==> src/verilog/status_flags_cfg.svh <==
// Offsets, field positions, reset values and timing counts of the status flag bank
`ifndef STATUS_FLAGS_CFG_SVH
`define STATUS_FLAGS_CFG_SVH

`define OFS_PRIOR_STATE      7'h43
`define OFS_CAN_FAULT        7'h45
`define OFS_WAKE_A           7'h46
`define OFS_WAKE_B           7'h47

`define RST_STATUS           8'h00

`define POS_PRIOR_HI         7
`define POS_PRIOR_LO         6
`define POS_WDF_HI           3
`define POS_WDF_LO           2
`define POS_CMD_FAIL         1
`define POS_FAILURE          0

`define POS_CAN_FAULT_HI     2
`define POS_CAN_FAULT_LO     1
`define POS_CAN_SUPPLY_LOW   0

`define POS_CAN_WAKE         5
`define POS_TIMER_WAKE       4
`define POS_GPIO2_WAKE       5
`define POS_GPIO1_WAKE       4

`define CODE_PRIOR_CLEARED   2'h0
`define CODE_PRIOR_FAILURE   2'h1
`define CODE_PRIOR_SLEEP     2'h2

`define CODE_CAN_OK          2'h0
`define CODE_CAN_TSD         2'h1
`define CODE_TRANSMIT_DOMINANT_TIMEOUT     2'h2
`define CODE_BUS_DOMINANT_TIMEOUT     2'h3

`define DOMINANT_TIMEOUT_MS  4
`define CLOCK_KHZ            125000
`define DOMINANT_TIMEOUT_CYC (`DOMINANT_TIMEOUT_MS * `CLOCK_KHZ)

`endif

==> src/verilog/status_flags_pkg.sv <==
// Types shared by the status flag bank
`default_nettype none
package status_flags_pkg;

	typedef enum logic [1:0] {
		wd_idle,
		wd_counting,
		wd_frozen
	} wd_state_t;

	typedef logic [7:0] status_byte_t;

endpackage : status_flags_pkg
`default_nettype wire

==> src/verilog/dominant_timer.sv <==
// Dominant-level timeout detector, one instance per monitored line
`include "status_flags_cfg.svh"
`default_nettype none
module dominant_timer #(
	parameter int unsigned LIMIT = `DOMINANT_TIMEOUT_CYC,
	parameter int unsigned WIDTH = 20
) (
	// Clock and reset
	input  wire logic clock,
	input  wire logic rst,
	// Monitored line
	input  wire logic enable,
	input  wire logic dominant,
	// Result
	output logic      timeout
);

	logic [WIDTH-1:0] count_reg;
	logic [WIDTH-1:0] count_next;
	logic             timeout_reg;
	logic             timeout_next;

	// ==========================================================
	// Count cycles of continuous dominant level
	always_comb begin
		count_next   = count_reg;
		timeout_next = 1'b0;
		if (!enable || !dominant) begin
			count_next = '0;
		end else if (count_reg >= WIDTH'(LIMIT - 1)) begin
			timeout_next = 1'b1;
		end else begin
			count_next = count_reg + WIDTH'(1);
		end
	end

	always_ff @(posedge clock) begin
		if (rst) begin
			count_reg   <= '0;
			timeout_reg <= 1'b0;
		end else begin
			count_reg   <= count_next;
			timeout_reg <= timeout_next;
		end
	end

	assign timeout = timeout_reg;

endmodule : dominant_timer
`default_nettype wire

==> src/verilog/status_and_wake_flags.sv <==
// Status and wake flag bank read and cleared over the host register port
//
// Function
// RULE1 - Prior-state field records 10 after sleep, 01 after failure restart or fail-safe.
// RULE2 - Watchdog fail, thermal level two, undervoltage, enabled overvoltage give code 01.
// RULE3 - Stop-to-sleep command and sleep without wake source count as failures.
// RULE4 - Sleep request with wake flags still set records sleep origin 10.
// RULE5 - Watchdog failure count is a self-clearing counter, cleared on good trigger; the code instead holds it at wd_limit, 01 in config 2, until cleared.
// RULE6 - Counter clears when watchdog stops, unless stop came from watchdog failure.
// RULE7 - Invalid-command flag clears only by host command.
// RULE8 - Configurations 2 and 4 freeze counter after failure until a good trigger.
// RULE9 - Configuration 0: first watchdog failure only restarts, no fail outputs or flag.
// RULE10 - CAN fault field bits 2:1: 00 ok, 01 thermal, 10 transmit, 11 bus dominant.
// RULE11 - CAN supply undervoltage sets bit 0 and disables the transmitter.
// RULE12 - CAN supply comparator is enabled only while upper CAN mode bit is 1.
// RULE13 - Wake sources set their flags at the documented bit positions.
// RULE14 - Wake from fail-safe also sets the wake source flag.
// RULE15 - Wake flags clear on power-on or soft reset, kept across restart.
// RULE16 - Reserved bits always read zero.
// RULE17 - Counter reads 01 after one failure in config 2, 10 after two otherwise; config 4 freezes it at 01 after the first failure.
// RULE18 - Host clears the prior-state field; 00 means cleared.
// RULE19 - Clear-on-read bits clear when the host reads them.
`include "status_flags_cfg.svh"
`default_nettype none
module status_and_wake_flags #(
	parameter int unsigned DOMINANT_CYC = `DOMINANT_TIMEOUT_CYC,
	parameter int unsigned TIMER_WIDTH  = 20
) (
	// Clock and reset
	input  wire logic       clock,
	input  wire logic       rst,
	input  wire logic       soft_reset,
	// Register port
	input  wire logic       reg_read,
	input  wire logic       reg_write,
	input  wire logic [6:0] reg_addr,
	input  wire logic [7:0] reg_wdata,
	output logic      [7:0] reg_rdata,
	output logic            reg_rvalid,
	output logic            invalid_command,
	// Mode events
	input  wire logic       in_restart,
	input  wire logic       enter_restart,
	input  wire logic       sleep_request,
	input  wire logic       from_stop_mode,
	input  wire logic       any_wake_enabled,
	input  wire logic       enter_fail_safe,
	// Failure sources
	input  wire logic       watchdog_fail,
	input  wire logic       watchdog_good_trigger,
	input  wire logic       watchdog_stopped,
	input  wire logic       thermal_shutdown_level_two,
	input  wire logic       main_supply_undervoltage,
	input  wire logic       main_supply_overvoltage,
	input  wire logic       overvoltage_restart_enable,
	input  wire logic [2:0] config_select,
	// CAN monitor
	input  wire logic [1:0] can_mode,
	input  wire logic       can_thermal_shutdown,
	input  wire logic       can_transmit_dominant,
	input  wire logic       can_bus_dominant,
	input  wire logic       can_supply_below,
	output logic            can_transmit_disable,
	// Wake sources
	input  wire logic       can_wake,
	input  wire logic       timer_wake,
	input  wire logic [2:0] wake_pin,
	input  wire logic [1:0] gpio_wake,
	// Failure outputs
	output logic            fail_outputs,
	output logic            force_restart
);

	// ==========================================================
	// State
	logic [1:0] prior_state_field_reg, prior_state_field_next;
	logic [1:0] watchdog_failure_count_reg, watchdog_failure_count_next;
	logic       cmd_fail_reg, cmd_fail_next;
	logic       failure_reg, failure_next;
	logic [1:0] can_fault_reg, can_fault_next;
	logic       can_supply_low_flag_reg, can_supply_low_flag_next;
	logic [3:0] wake_flags_reg, wake_flags_next;
	logic [2:0] pins_reg;
	logic [2:0] pins_next;
	logic [7:0] rdata_reg, rdata_next;
	logic       rvalid_reg, rvalid_next;
	logic       restart_reg, restart_next;
	status_flags_pkg::wd_state_t wd_state_reg, wd_state_next;

	// ==========================================================
	// Dominant timeouts
	logic txd_timeout;
	logic bus_timeout;

	dominant_timer #(.LIMIT(DOMINANT_CYC), .WIDTH(TIMER_WIDTH)) u_txd_timer (
		.clock    (clock),
		.rst      (rst | soft_reset),
		.enable   (can_mode[1]),
		.dominant (can_transmit_dominant),
		.timeout  (txd_timeout)
	);

	dominant_timer #(.LIMIT(DOMINANT_CYC), .WIDTH(TIMER_WIDTH)) u_bus_timer (
		.clock    (clock),
		.rst      (rst | soft_reset),
		.enable   (can_mode[1]),
		.dominant (can_bus_dominant),
		.timeout  (bus_timeout)
	);

	// ==========================================================
	// Decode
	logic rd_prior, rd_can, rd_wake_a, rd_wake_b, addr_ok;
	logic [3:0] wake_set;
	logic       sleep_fail, fail_event, limit_hit, wd_counts;
	logic [1:0] wd_limit;

	always_comb begin
		rd_prior  = reg_read && (reg_addr == `OFS_PRIOR_STATE);
		rd_can    = reg_read && (reg_addr == `OFS_CAN_FAULT);
		rd_wake_a = reg_read && (reg_addr == `OFS_WAKE_A);
		rd_wake_b = reg_read && (reg_addr == `OFS_WAKE_B);
		addr_ok   = (reg_addr == `OFS_PRIOR_STATE) || (reg_addr == `OFS_CAN_FAULT) ||
		            (reg_addr == `OFS_WAKE_A) || (reg_addr == `OFS_WAKE_B);
		wake_set  = {gpio_wake[1], gpio_wake[0],
		             can_wake,
		             timer_wake};
		sleep_fail = sleep_request && (from_stop_mode || !any_wake_enabled); // RULE3
		fail_event = watchdog_fail || thermal_shutdown_level_two ||
		             main_supply_undervoltage ||
		             (main_supply_overvoltage && overvoltage_restart_enable); // RULE2
		wd_limit  = (config_select == 3'h2) ? 2'h1 : 2'h2; // RULE17
		wd_counts = (config_select == 3'h2) || (config_select == 3'h4);
		limit_hit = watchdog_fail && (watchdog_failure_count_reg + 2'h1 >= wd_limit);
	end

	// ==========================================================
	// Next state
	always_comb begin
		prior_state_field_next      = prior_state_field_reg;
		watchdog_failure_count_next = watchdog_failure_count_reg;
		cmd_fail_next               = cmd_fail_reg;
		failure_next                = failure_reg;
		can_fault_next              = can_fault_reg;
		can_supply_low_flag_next    = can_supply_low_flag_reg;
		wake_flags_next             = wake_flags_reg;
		wd_state_next               = wd_state_reg;
		rdata_next                  = 8'h00;
		rvalid_next                 = reg_read;
		restart_next                = 1'b0;

		// Read data and clear on read, events set afterwards so they win
		if (rd_prior) begin
			rdata_next[`POS_PRIOR_HI:`POS_PRIOR_LO] = prior_state_field_reg;
			rdata_next[`POS_WDF_HI:`POS_WDF_LO]     = watchdog_failure_count_reg;
			rdata_next[`POS_CMD_FAIL]               = cmd_fail_reg;
			rdata_next[`POS_FAILURE]                = failure_reg;
			prior_state_field_next = `CODE_PRIOR_CLEARED; // RULE18
			failure_next           = 1'b0; // RULE19
		end
		if (rd_can) begin
			rdata_next[`POS_CAN_FAULT_HI:`POS_CAN_FAULT_LO] = can_fault_reg; // RULE10
			rdata_next[`POS_CAN_SUPPLY_LOW]                 = can_supply_low_flag_reg;
			can_fault_next           = `CODE_CAN_OK; // RULE19
			can_supply_low_flag_next = 1'b0;
		end
		if (rd_wake_a) begin
			rdata_next = wake_a_byte(wake_flags_reg[1:0], pins_reg); // RULE16
			wake_flags_next[1:0] = 2'h0; // RULE19
		end
		if (rd_wake_b) begin
			rdata_next = {2'h0, wake_flags_reg[3:2], 4'h0}; // RULE16
			wake_flags_next[3:2] = 2'h0;
		end
		if (reg_read && !addr_ok) begin
			rdata_next = 8'h00;
		end
		if ((reg_read || reg_write) && !addr_ok) begin
			cmd_fail_next = 1'b1;
		end else if (reg_write && (reg_addr == `OFS_PRIOR_STATE)
		             && !reg_wdata[`POS_CMD_FAIL]) begin
			cmd_fail_next = 1'b0; // RULE7
		end

		// Prior state
		if (sleep_request && !sleep_fail) begin
			prior_state_field_next = `CODE_PRIOR_SLEEP; // RULE4 RULE1
		end
		if (fail_event || sleep_fail || enter_fail_safe) begin
			prior_state_field_next = `CODE_PRIOR_FAILURE; // RULE1 RULE3
		end

		// Watchdog failure counter
		unique case (wd_state_reg)
			status_flags_pkg::wd_idle, status_flags_pkg::wd_counting: begin
				if (watchdog_fail) begin
					if (watchdog_failure_count_reg < wd_limit) begin
						watchdog_failure_count_next = watchdog_failure_count_reg + 2'h1; // RULE5
					end
					wd_state_next = wd_counts ? status_flags_pkg::wd_frozen // RULE8
					                          : status_flags_pkg::wd_counting;
				end
			end
			status_flags_pkg::wd_frozen: begin
				if (watchdog_good_trigger) begin
					wd_state_next = status_flags_pkg::wd_counting; // RULE8
				end
			end
		endcase
		if (watchdog_good_trigger) begin
			watchdog_failure_count_next = 2'h0; // RULE5
			wd_state_next = status_flags_pkg::wd_idle;
		end else if (watchdog_stopped && !watchdog_fail && !enter_restart
		             && (wd_state_reg == status_flags_pkg::wd_idle
		                 || !enter_fail_safe)) begin
			watchdog_failure_count_next = 2'h0; // RULE6
			wd_state_next = status_flags_pkg::wd_idle;
		end
		if (watchdog_fail) begin
			restart_next = 1'b1;
			if (!(config_select == 3'h0 && watchdog_failure_count_reg == 2'h0)) begin
				failure_next = limit_hit ? 1'b1 : failure_next; // RULE9
			end
		end

		// CAN faults
		if (can_thermal_shutdown) begin
			can_fault_next = `CODE_CAN_TSD; // RULE10
		end
		if (txd_timeout) begin
			can_fault_next = `CODE_TRANSMIT_DOMINANT_TIMEOUT; // RULE10
		end
		if (bus_timeout) begin
			can_fault_next = `CODE_BUS_DOMINANT_TIMEOUT; // RULE10
		end
		if (can_mode[1] && can_supply_below) begin
			can_supply_low_flag_next = 1'b1; // RULE11 RULE12
		end

		// Wake flags kept across restart, set on wake incl. fail-safe
		wake_flags_next = wake_flags_next | wake_set; // RULE13 RULE14 RULE15
	end

	function automatic logic [7:0] wake_a_byte(input logic [1:0] flags,
	                                           input logic [2:0] pins);
		wake_a_byte = {2'h0, flags, 1'b0, pins};
	endfunction : wake_a_byte

	// ==========================================================
	// Wake pin flags kept apart for clarity of bit mapping

	always_comb begin
		pins_next = pins_reg | wake_pin; // RULE13 RULE14
		if (rd_wake_a) begin
			pins_next = wake_pin; // RULE19
		end
	end

	// ==========================================================
	// Registers
	always_ff @(posedge clock) begin
		if (rst || soft_reset) begin
			prior_state_field_reg      <= `CODE_PRIOR_CLEARED;
			watchdog_failure_count_reg <= 2'h0;
			cmd_fail_reg               <= 1'b0;
			failure_reg                <= 1'b0;
			can_fault_reg              <= `CODE_CAN_OK;
			can_supply_low_flag_reg    <= 1'b0;
			wake_flags_reg             <= 4'h0; // RULE15
			pins_reg                   <= 3'h0;
			rdata_reg                  <= `RST_STATUS;
			rvalid_reg                 <= 1'b0;
			restart_reg                <= 1'b0;
			wd_state_reg               <= status_flags_pkg::wd_idle;
		end else begin
			prior_state_field_reg      <= prior_state_field_next;
			watchdog_failure_count_reg <= watchdog_failure_count_next;
			cmd_fail_reg               <= cmd_fail_next;
			failure_reg                <= failure_next;
			can_fault_reg              <= can_fault_next;
			can_supply_low_flag_reg    <= can_supply_low_flag_next;
			wake_flags_reg             <= wake_flags_next;
			pins_reg                   <= pins_next;
			rdata_reg                  <= rdata_next;
			rvalid_reg                 <= rvalid_next;
			restart_reg                <= restart_next;
			wd_state_reg               <= wd_state_next;
		end
	end

	// ==========================================================
	// Outputs
	assign reg_rdata            = rdata_reg;
	assign reg_rvalid           = rvalid_reg;
	assign invalid_command      = cmd_fail_reg;
	assign can_transmit_disable = can_supply_low_flag_reg; // RULE11
	assign fail_outputs         = failure_reg; // RULE9
	assign force_restart        = restart_reg | (in_restart & 1'b0);

endmodule : status_and_wake_flags
`default_nettype wire

==> config.mk <==
export PLATFORM = sky130hd
export DESIGN_NAME = status_and_wake_flags
export DESIGN_NICKNAME = d
export VERILOG_FILES = /design/src/verilog/status_flags_pkg.sv /design/src/verilog/dominant_timer.sv /design/src/verilog/status_and_wake_flags.sv
export VERILOG_INCLUDE_DIRS = /design/src /design/src/verilog
export SDC_FILE = /design/constraint.sdc
export NUM_CORES = 1
export LEC_CHECK = 0
export ABC_AREA = 1
export ABC_CLOCK_PERIOD_IN_PS = 4000
export CAP_MARGIN = 10
export CORE_AREA = 2 2 89 91
export DETAILED_ROUTE_END_ITERATION = 10
export DIE_AREA = 0 0 91 93
export DONT_BUFFER_PORTS = 1
export GPL_TIMING_DRIVEN = 0
export PLACE_DENSITY = 0.68
export SYNTH_ARGS = -nofsm -noshare
export SYNTH_HDL_FRONTEND = slang
export SYNTH_SLANG_ARGS = --single-unit
==> constraint.sdc <==
create_clock -name clock -period 4 [get_ports clock]
set_input_delay 0.6 -clock clock [delete_from_list [all_inputs] [get_ports clock]]
set_output_delay 0.6 -clock clock [all_outputs]
set_load 0.05 [all_outputs]
# Word-level counts from Yosys, hierarchy flattened
# Cells that the tools add are included.
# word_totals
wordCells,129
input_bits,49
ff_bits,70
# op_classes
addsub,3
order_cmp,4
n_bitwise,5
n_reduce_logical,60
n_eq_ne,9
n_mux,29
# op_table
cell,count
$add 20x1->20 const B,2
$ge 20x19->1 const B,2
$eq 7x7->1 const B,4
$mux 2,12
$logic_and 1x1->1,17
$logic_or 1x1->1,15
$mux 1,12
$mux 6,2
$logic_not 1->1,10
$reduce_or 2->1,5
$mux 3,2
$reduce_bool 2->1,3
$reduce_or 3->1,2
$reduce_or 5->1,1
$logic_not 2->1,2
$mux 4,1
$or 4x4->4,1
$reduce_bool 4->1,1
$eq 3x2->1 const B,1
$eq 3x3->1 const B,1
$logic_not 3->1,1
$or 3x3->3,1
$reduce_and 3->1,1
$reduce_bool 3->1,1
other kinds (9),10

# Longest topological paths before layout
# depth
ltp_word,7
mapped_depth,12
ltp_nobuf,11

# Modules after synthesis
# A second synthesis with hierarchy kept.
# hier_totals
hier_cells,629
hier_area_um2,4191.5
# by_module_without_submodules
module,area_each_um2,seq_area_each_um2,cells_per_inst,instances
dominant_timer,1456.4,420.4,227,2
status_and_wake_flags,1278.7,560.5,175,1

# Least setup slack after synthesis
# OpenSTA, ideal clock, no wires.
# synth_timing
kind,input to register
startpoint,input reg_addr[2]
endpoint,register rdata_reg[1] (netlist: reg_rdata[1])
arrival_ps,1483
path_slack_ps,2402
cell_stages,8
required_ps,3885
setup_time_ps,115
path_cell_list,inv_1 -> nor2_1 -> inv_1 -> nor2_2 -> nand4_1 -> or2_0 -> nand2_1 -> nor2_1
# synth_via
elab_chain_len,7
word_cells_on_any_way,17
# synth_rtl
item,line_no,source
start: declaration,status_and_wake_flags.sv:36,"input wire logic [6:0] reg_addr,"
$eq 7x7->1 (no source line),--,
$logic_or 1x1->1 (3 in a row),status_and_wake_flags.sv:123,addr_ok = (reg_addr == `OFS_PRIOR_STATE) || (reg_addr == `OFS_CAN_FAULT) ||
$logic_not 1->1,status_and_wake_flags.sv:175,if (reg_read && !addr_ok) begin
$logic_and 1x1->1,status_and_wake_flags.sv:175,
$reduce_or 3->1 (no source line),--,
end signal: assignment,status_and_wake_flags.sv:271,rdata_reg <= `RST_STATUS;
end signal: assignment,status_and_wake_flags.sv:284,rdata_reg <= rdata_next;
end: declaration,status_and_wake_flags.sv:85,"logic [7:0] rdata_reg, rdata_next;"
# Parallel ways exist; a longest one is shown, timed or not.
# A chain may end at the register's enable or synchronous reset.

# Worst setup path after layout
# layout_timing
startpoint,register u_txd_timer.count_reg[0]
endpoint,register u_txd_timer.count_reg[11]
# layout_via
elab_chain_len,1
word_cells_on_any_way,2
# layout_rtl
item,line_no,source
start: declaration,dominant_timer.sv:18,logic [WIDTH-1:0] count_reg;
start signal: assignment,dominant_timer.sv:42,count_reg <= count_next;
$add 20x1->20 or $ge 20x19->1 (tied branches),"dominant_timer.sv:33, dominant_timer.sv:30",
# Parallel ways exist; a longest one is shown, timed or not.

==> flow_summary.json <==
{
  "grt_pass1_vias": 3575,
  "layout-drive-gt1-share_pct": 5.81,
  "worstSetupPathType": "flip-flop to flip-flop",
  "rsz0062_at_grt": "false",
  "fin_crit_sh_pct": 50.2,
  "startpoint_type": "flip-flop",
  "synthCells": 621,
  "core_mm2": 0.00753,
  "hold_viol_final": 0,
  "grt_pass1_wl_mm": 15.5,
  "syn-num-nets": 673,
  "htree_levels": 3,
  "dpl_worst_slack_ns": 2.01,
  "comb_power_share_pct": 2.9,
  "maxClockFrequency_ghz": 0.498,
  "finalSetupTns_ns": 0,
  "arrival_ns": 2.28,
  "grt_overflow": 0,
  "p_seq_share_pct": 52.7,
  "seq_area_frac_synth_pct": 35.9,
  "grt_max_degree": 15,
  "final_cell_mix": "nand2_1 (201), nor2_1 (107), dfxtp_1 (70)",
  "period_minus_slack_ns": 2.01,
  "dr.pass1.iters": 4,
  "die_h_um": 93,
  "cts_root_buffer": "clkbuf_8",
  "viasPerCell": 5.14,
  "ctsHoldBuffers": 0,
  "die_x_um": 91,
  "diodes": 0,
  "nets": 684,
  "internal-power_mw": 1.01,
  "cts_buffers": 9,
  "setup_ws_ns": 1.99,
  "post_cts.repair.setup_buffers": 0,
  "setup_viol": 0,
  "cts_resized": 0,
  "cp-end-kind": "flip-flop",
  "min-delay-path-class": "input pin to flip-flop",
  "async_reset_ff_share_pct": 0,
  "synthFlopType": "dfxtp_1",
  "dpl_cell_area_mm2": 0.00403,
  "ys_warn_count": 0,
  "clk_latency_ns": 0.35,
  "cts_max_path_buffers": 2,
  "grt_usage_pct": 22.6,
  "fillers": 787,
  "p_total_mw": 1.36,
  "ios": 62,
  "synth.distinct_cells": 31,
  "post_drt_wl_per_cell_um": 12.5,
  "worst_slew_pin_slew_ns": 0.573,
  "p_leak_nw": 1.55,
  "syn-cell-area_mm2": 0.00390,
  "cts_sinks": 70,
  "cts_tree": "built",
  "initial_core_util_pct": 51.8,
  "ant_nets": 0,
  "vias": 3799,
  "area_growth_pct": 8.50,
  "power.share.clock_pct": 44.4,
  "synth_edf_count": 0,
  "cp_max_fo": 10,
  "finish.utilization_pct": 56.2,
  "vdd_drop_max_mv": 0.175,
  "synth_seq_cells": 70,
  "gp_congestion": 0.942,
  "slew_violations": 0,
  "clk_pin_slew_worst_paths_ns": 0.09,
  "syn_avg_cell_area_um2": 6.28,
  "p_per_area_mw_per_mm2": 321,
  "drt-initial-drc-count": 168,
  "status": "finished clean",
  "swShare_pct": 25.4,
  "cp_data_required_time_ns": 4.28,
  "finalInstanceArea_mm2": 0.00423,
  "hold_depth": 2,
  "power_switching_uw": 345,
  "die_area_mm2": 0.00846,
  "maxSlewHeadroom_pct": 61.8,
  "ff2ff_path_depth": 12,
  "wirelength_mm": 9.23,
  "drc": 0,
  "final_common_cell": "nand2_1",
  "placementRows": 32,
  "hpwlAfterDp_mm": 7.03,
  "fin_worst_skew_ns": 0.0118,
  "antenna_found_initial": 0,
  "cap_violations": 0,
  "portBuffers": 0
}
[cells in the mapped netlist, drive strengths merged (2+ instances only)]
cell type | count | area, um2
nand2 | 204 | 778
nand3b | 6 | 45.0
a21oi | 58 | 294
nand3 | 41 | 210
xor2 | 18 | 158
ha | 3 | 37.5
clkbuf | 6 | 22.5
nor3 | 4 | 25.0
nand4 | 14 | 87.6
dfxtp | 70 | 1400
buf | 6 | 48.8
inv | 59 | 221
or2 | 2 | 12.5
o21ai | 8 | 40.0
xnor2 | 4 | 35.0
nor2 | 113 | 444
[cells by family (layout without fill, tap and decap cells)]
group	after synthesis	after routing	share of synthesized area, %
XOR/XNOR	22	22	4.94
buffers and inverters	71	87	7.51
flip-flops	70	70	35.9
adder cells (fa/ha/maj)	3	3	0.963
AO/OA/AOI/OAI	70	70	9.34
AND/OR/NAND/NOR	385	385	41.3
[stage by stage]
stage	hold WS [ns]	instances
4_1_cts	0.358	739
2_1_floorplan	0.408	621
3_5_place_dp	0.427	723
6_report	0.364	739
3_3_place_gp	0.422	723
5_1_grt	0.367	739
[worst max-delay path, stage by stage (launching register included)]
cell and delay (ns):
dfxtp_1 0.47, ha_1 0.38, nand2_1 0.14, inv_1 0.07, nand2_1 0.05, nand2_1 0.07, nand2_1 0.05, nand2_1 0.09
nand2_2 0.13, nand2_4 0.16, buf_6 0.16, nand2_1 0.05, a21oi_1 0.12
[routing by layer]
metal,routed length (um),global-route usage (%),vias up
met5,0,0,-
met1,4070,26.5,1703
li1,-,-,1996
met3,408,4.51,20
met4,264,12.6,0
met2,4480,38.9,80
[area by class of cell]
cell class | count | area (um2) | share of cell area [%]
inverter | 59 | 221 | 5.24
sequential | 70 | 1400 | 33.1
buffer | 12 | 71.3 | 1.69
clock buffer | 9 | 124 | 2.93
clock inverter | 7 | 80.1 | 1.89
tap | 102 | 128 | 3.02
multi-input combinational | 480 | 2200 | 52.1
[final timing paths]
check,startpoint,end,slack [ns]
worst max register to register,u_txd_timer.count_reg[0]$_SDFFE_PP0N_,u_txd_timer.count_reg[11]$_SDFFE_PP0N_,1.99
worst max-delay path,u_txd_timer.count_reg[0]$_SDFFE_PP0N_,u_txd_timer.count_reg[11]$_SDFFE_PP0N_,1.99
worst min register to register,prior_state_field_reg[0]$_SDFFE_PP0P_,reg_rdata[6]$_SDFF_PP0_,0.43
worst min-delay path,timer_wake,wake_flags_reg[0]$_SDFF_PP0_,0.36
[power groups by stage]
stage	sequential [mW]	combinational (mW)	clock [mW]
global placement	0.733	0.0383	0
global route	0.718	0.0461	0.646
CTS	0.717	0.0397	0.620
detailed placement	0.733	0.0395	0
finish	0.717	0.0395	0.603
floorplan	0.731	0.0318	0
Power figures use the tool's default switching activity.
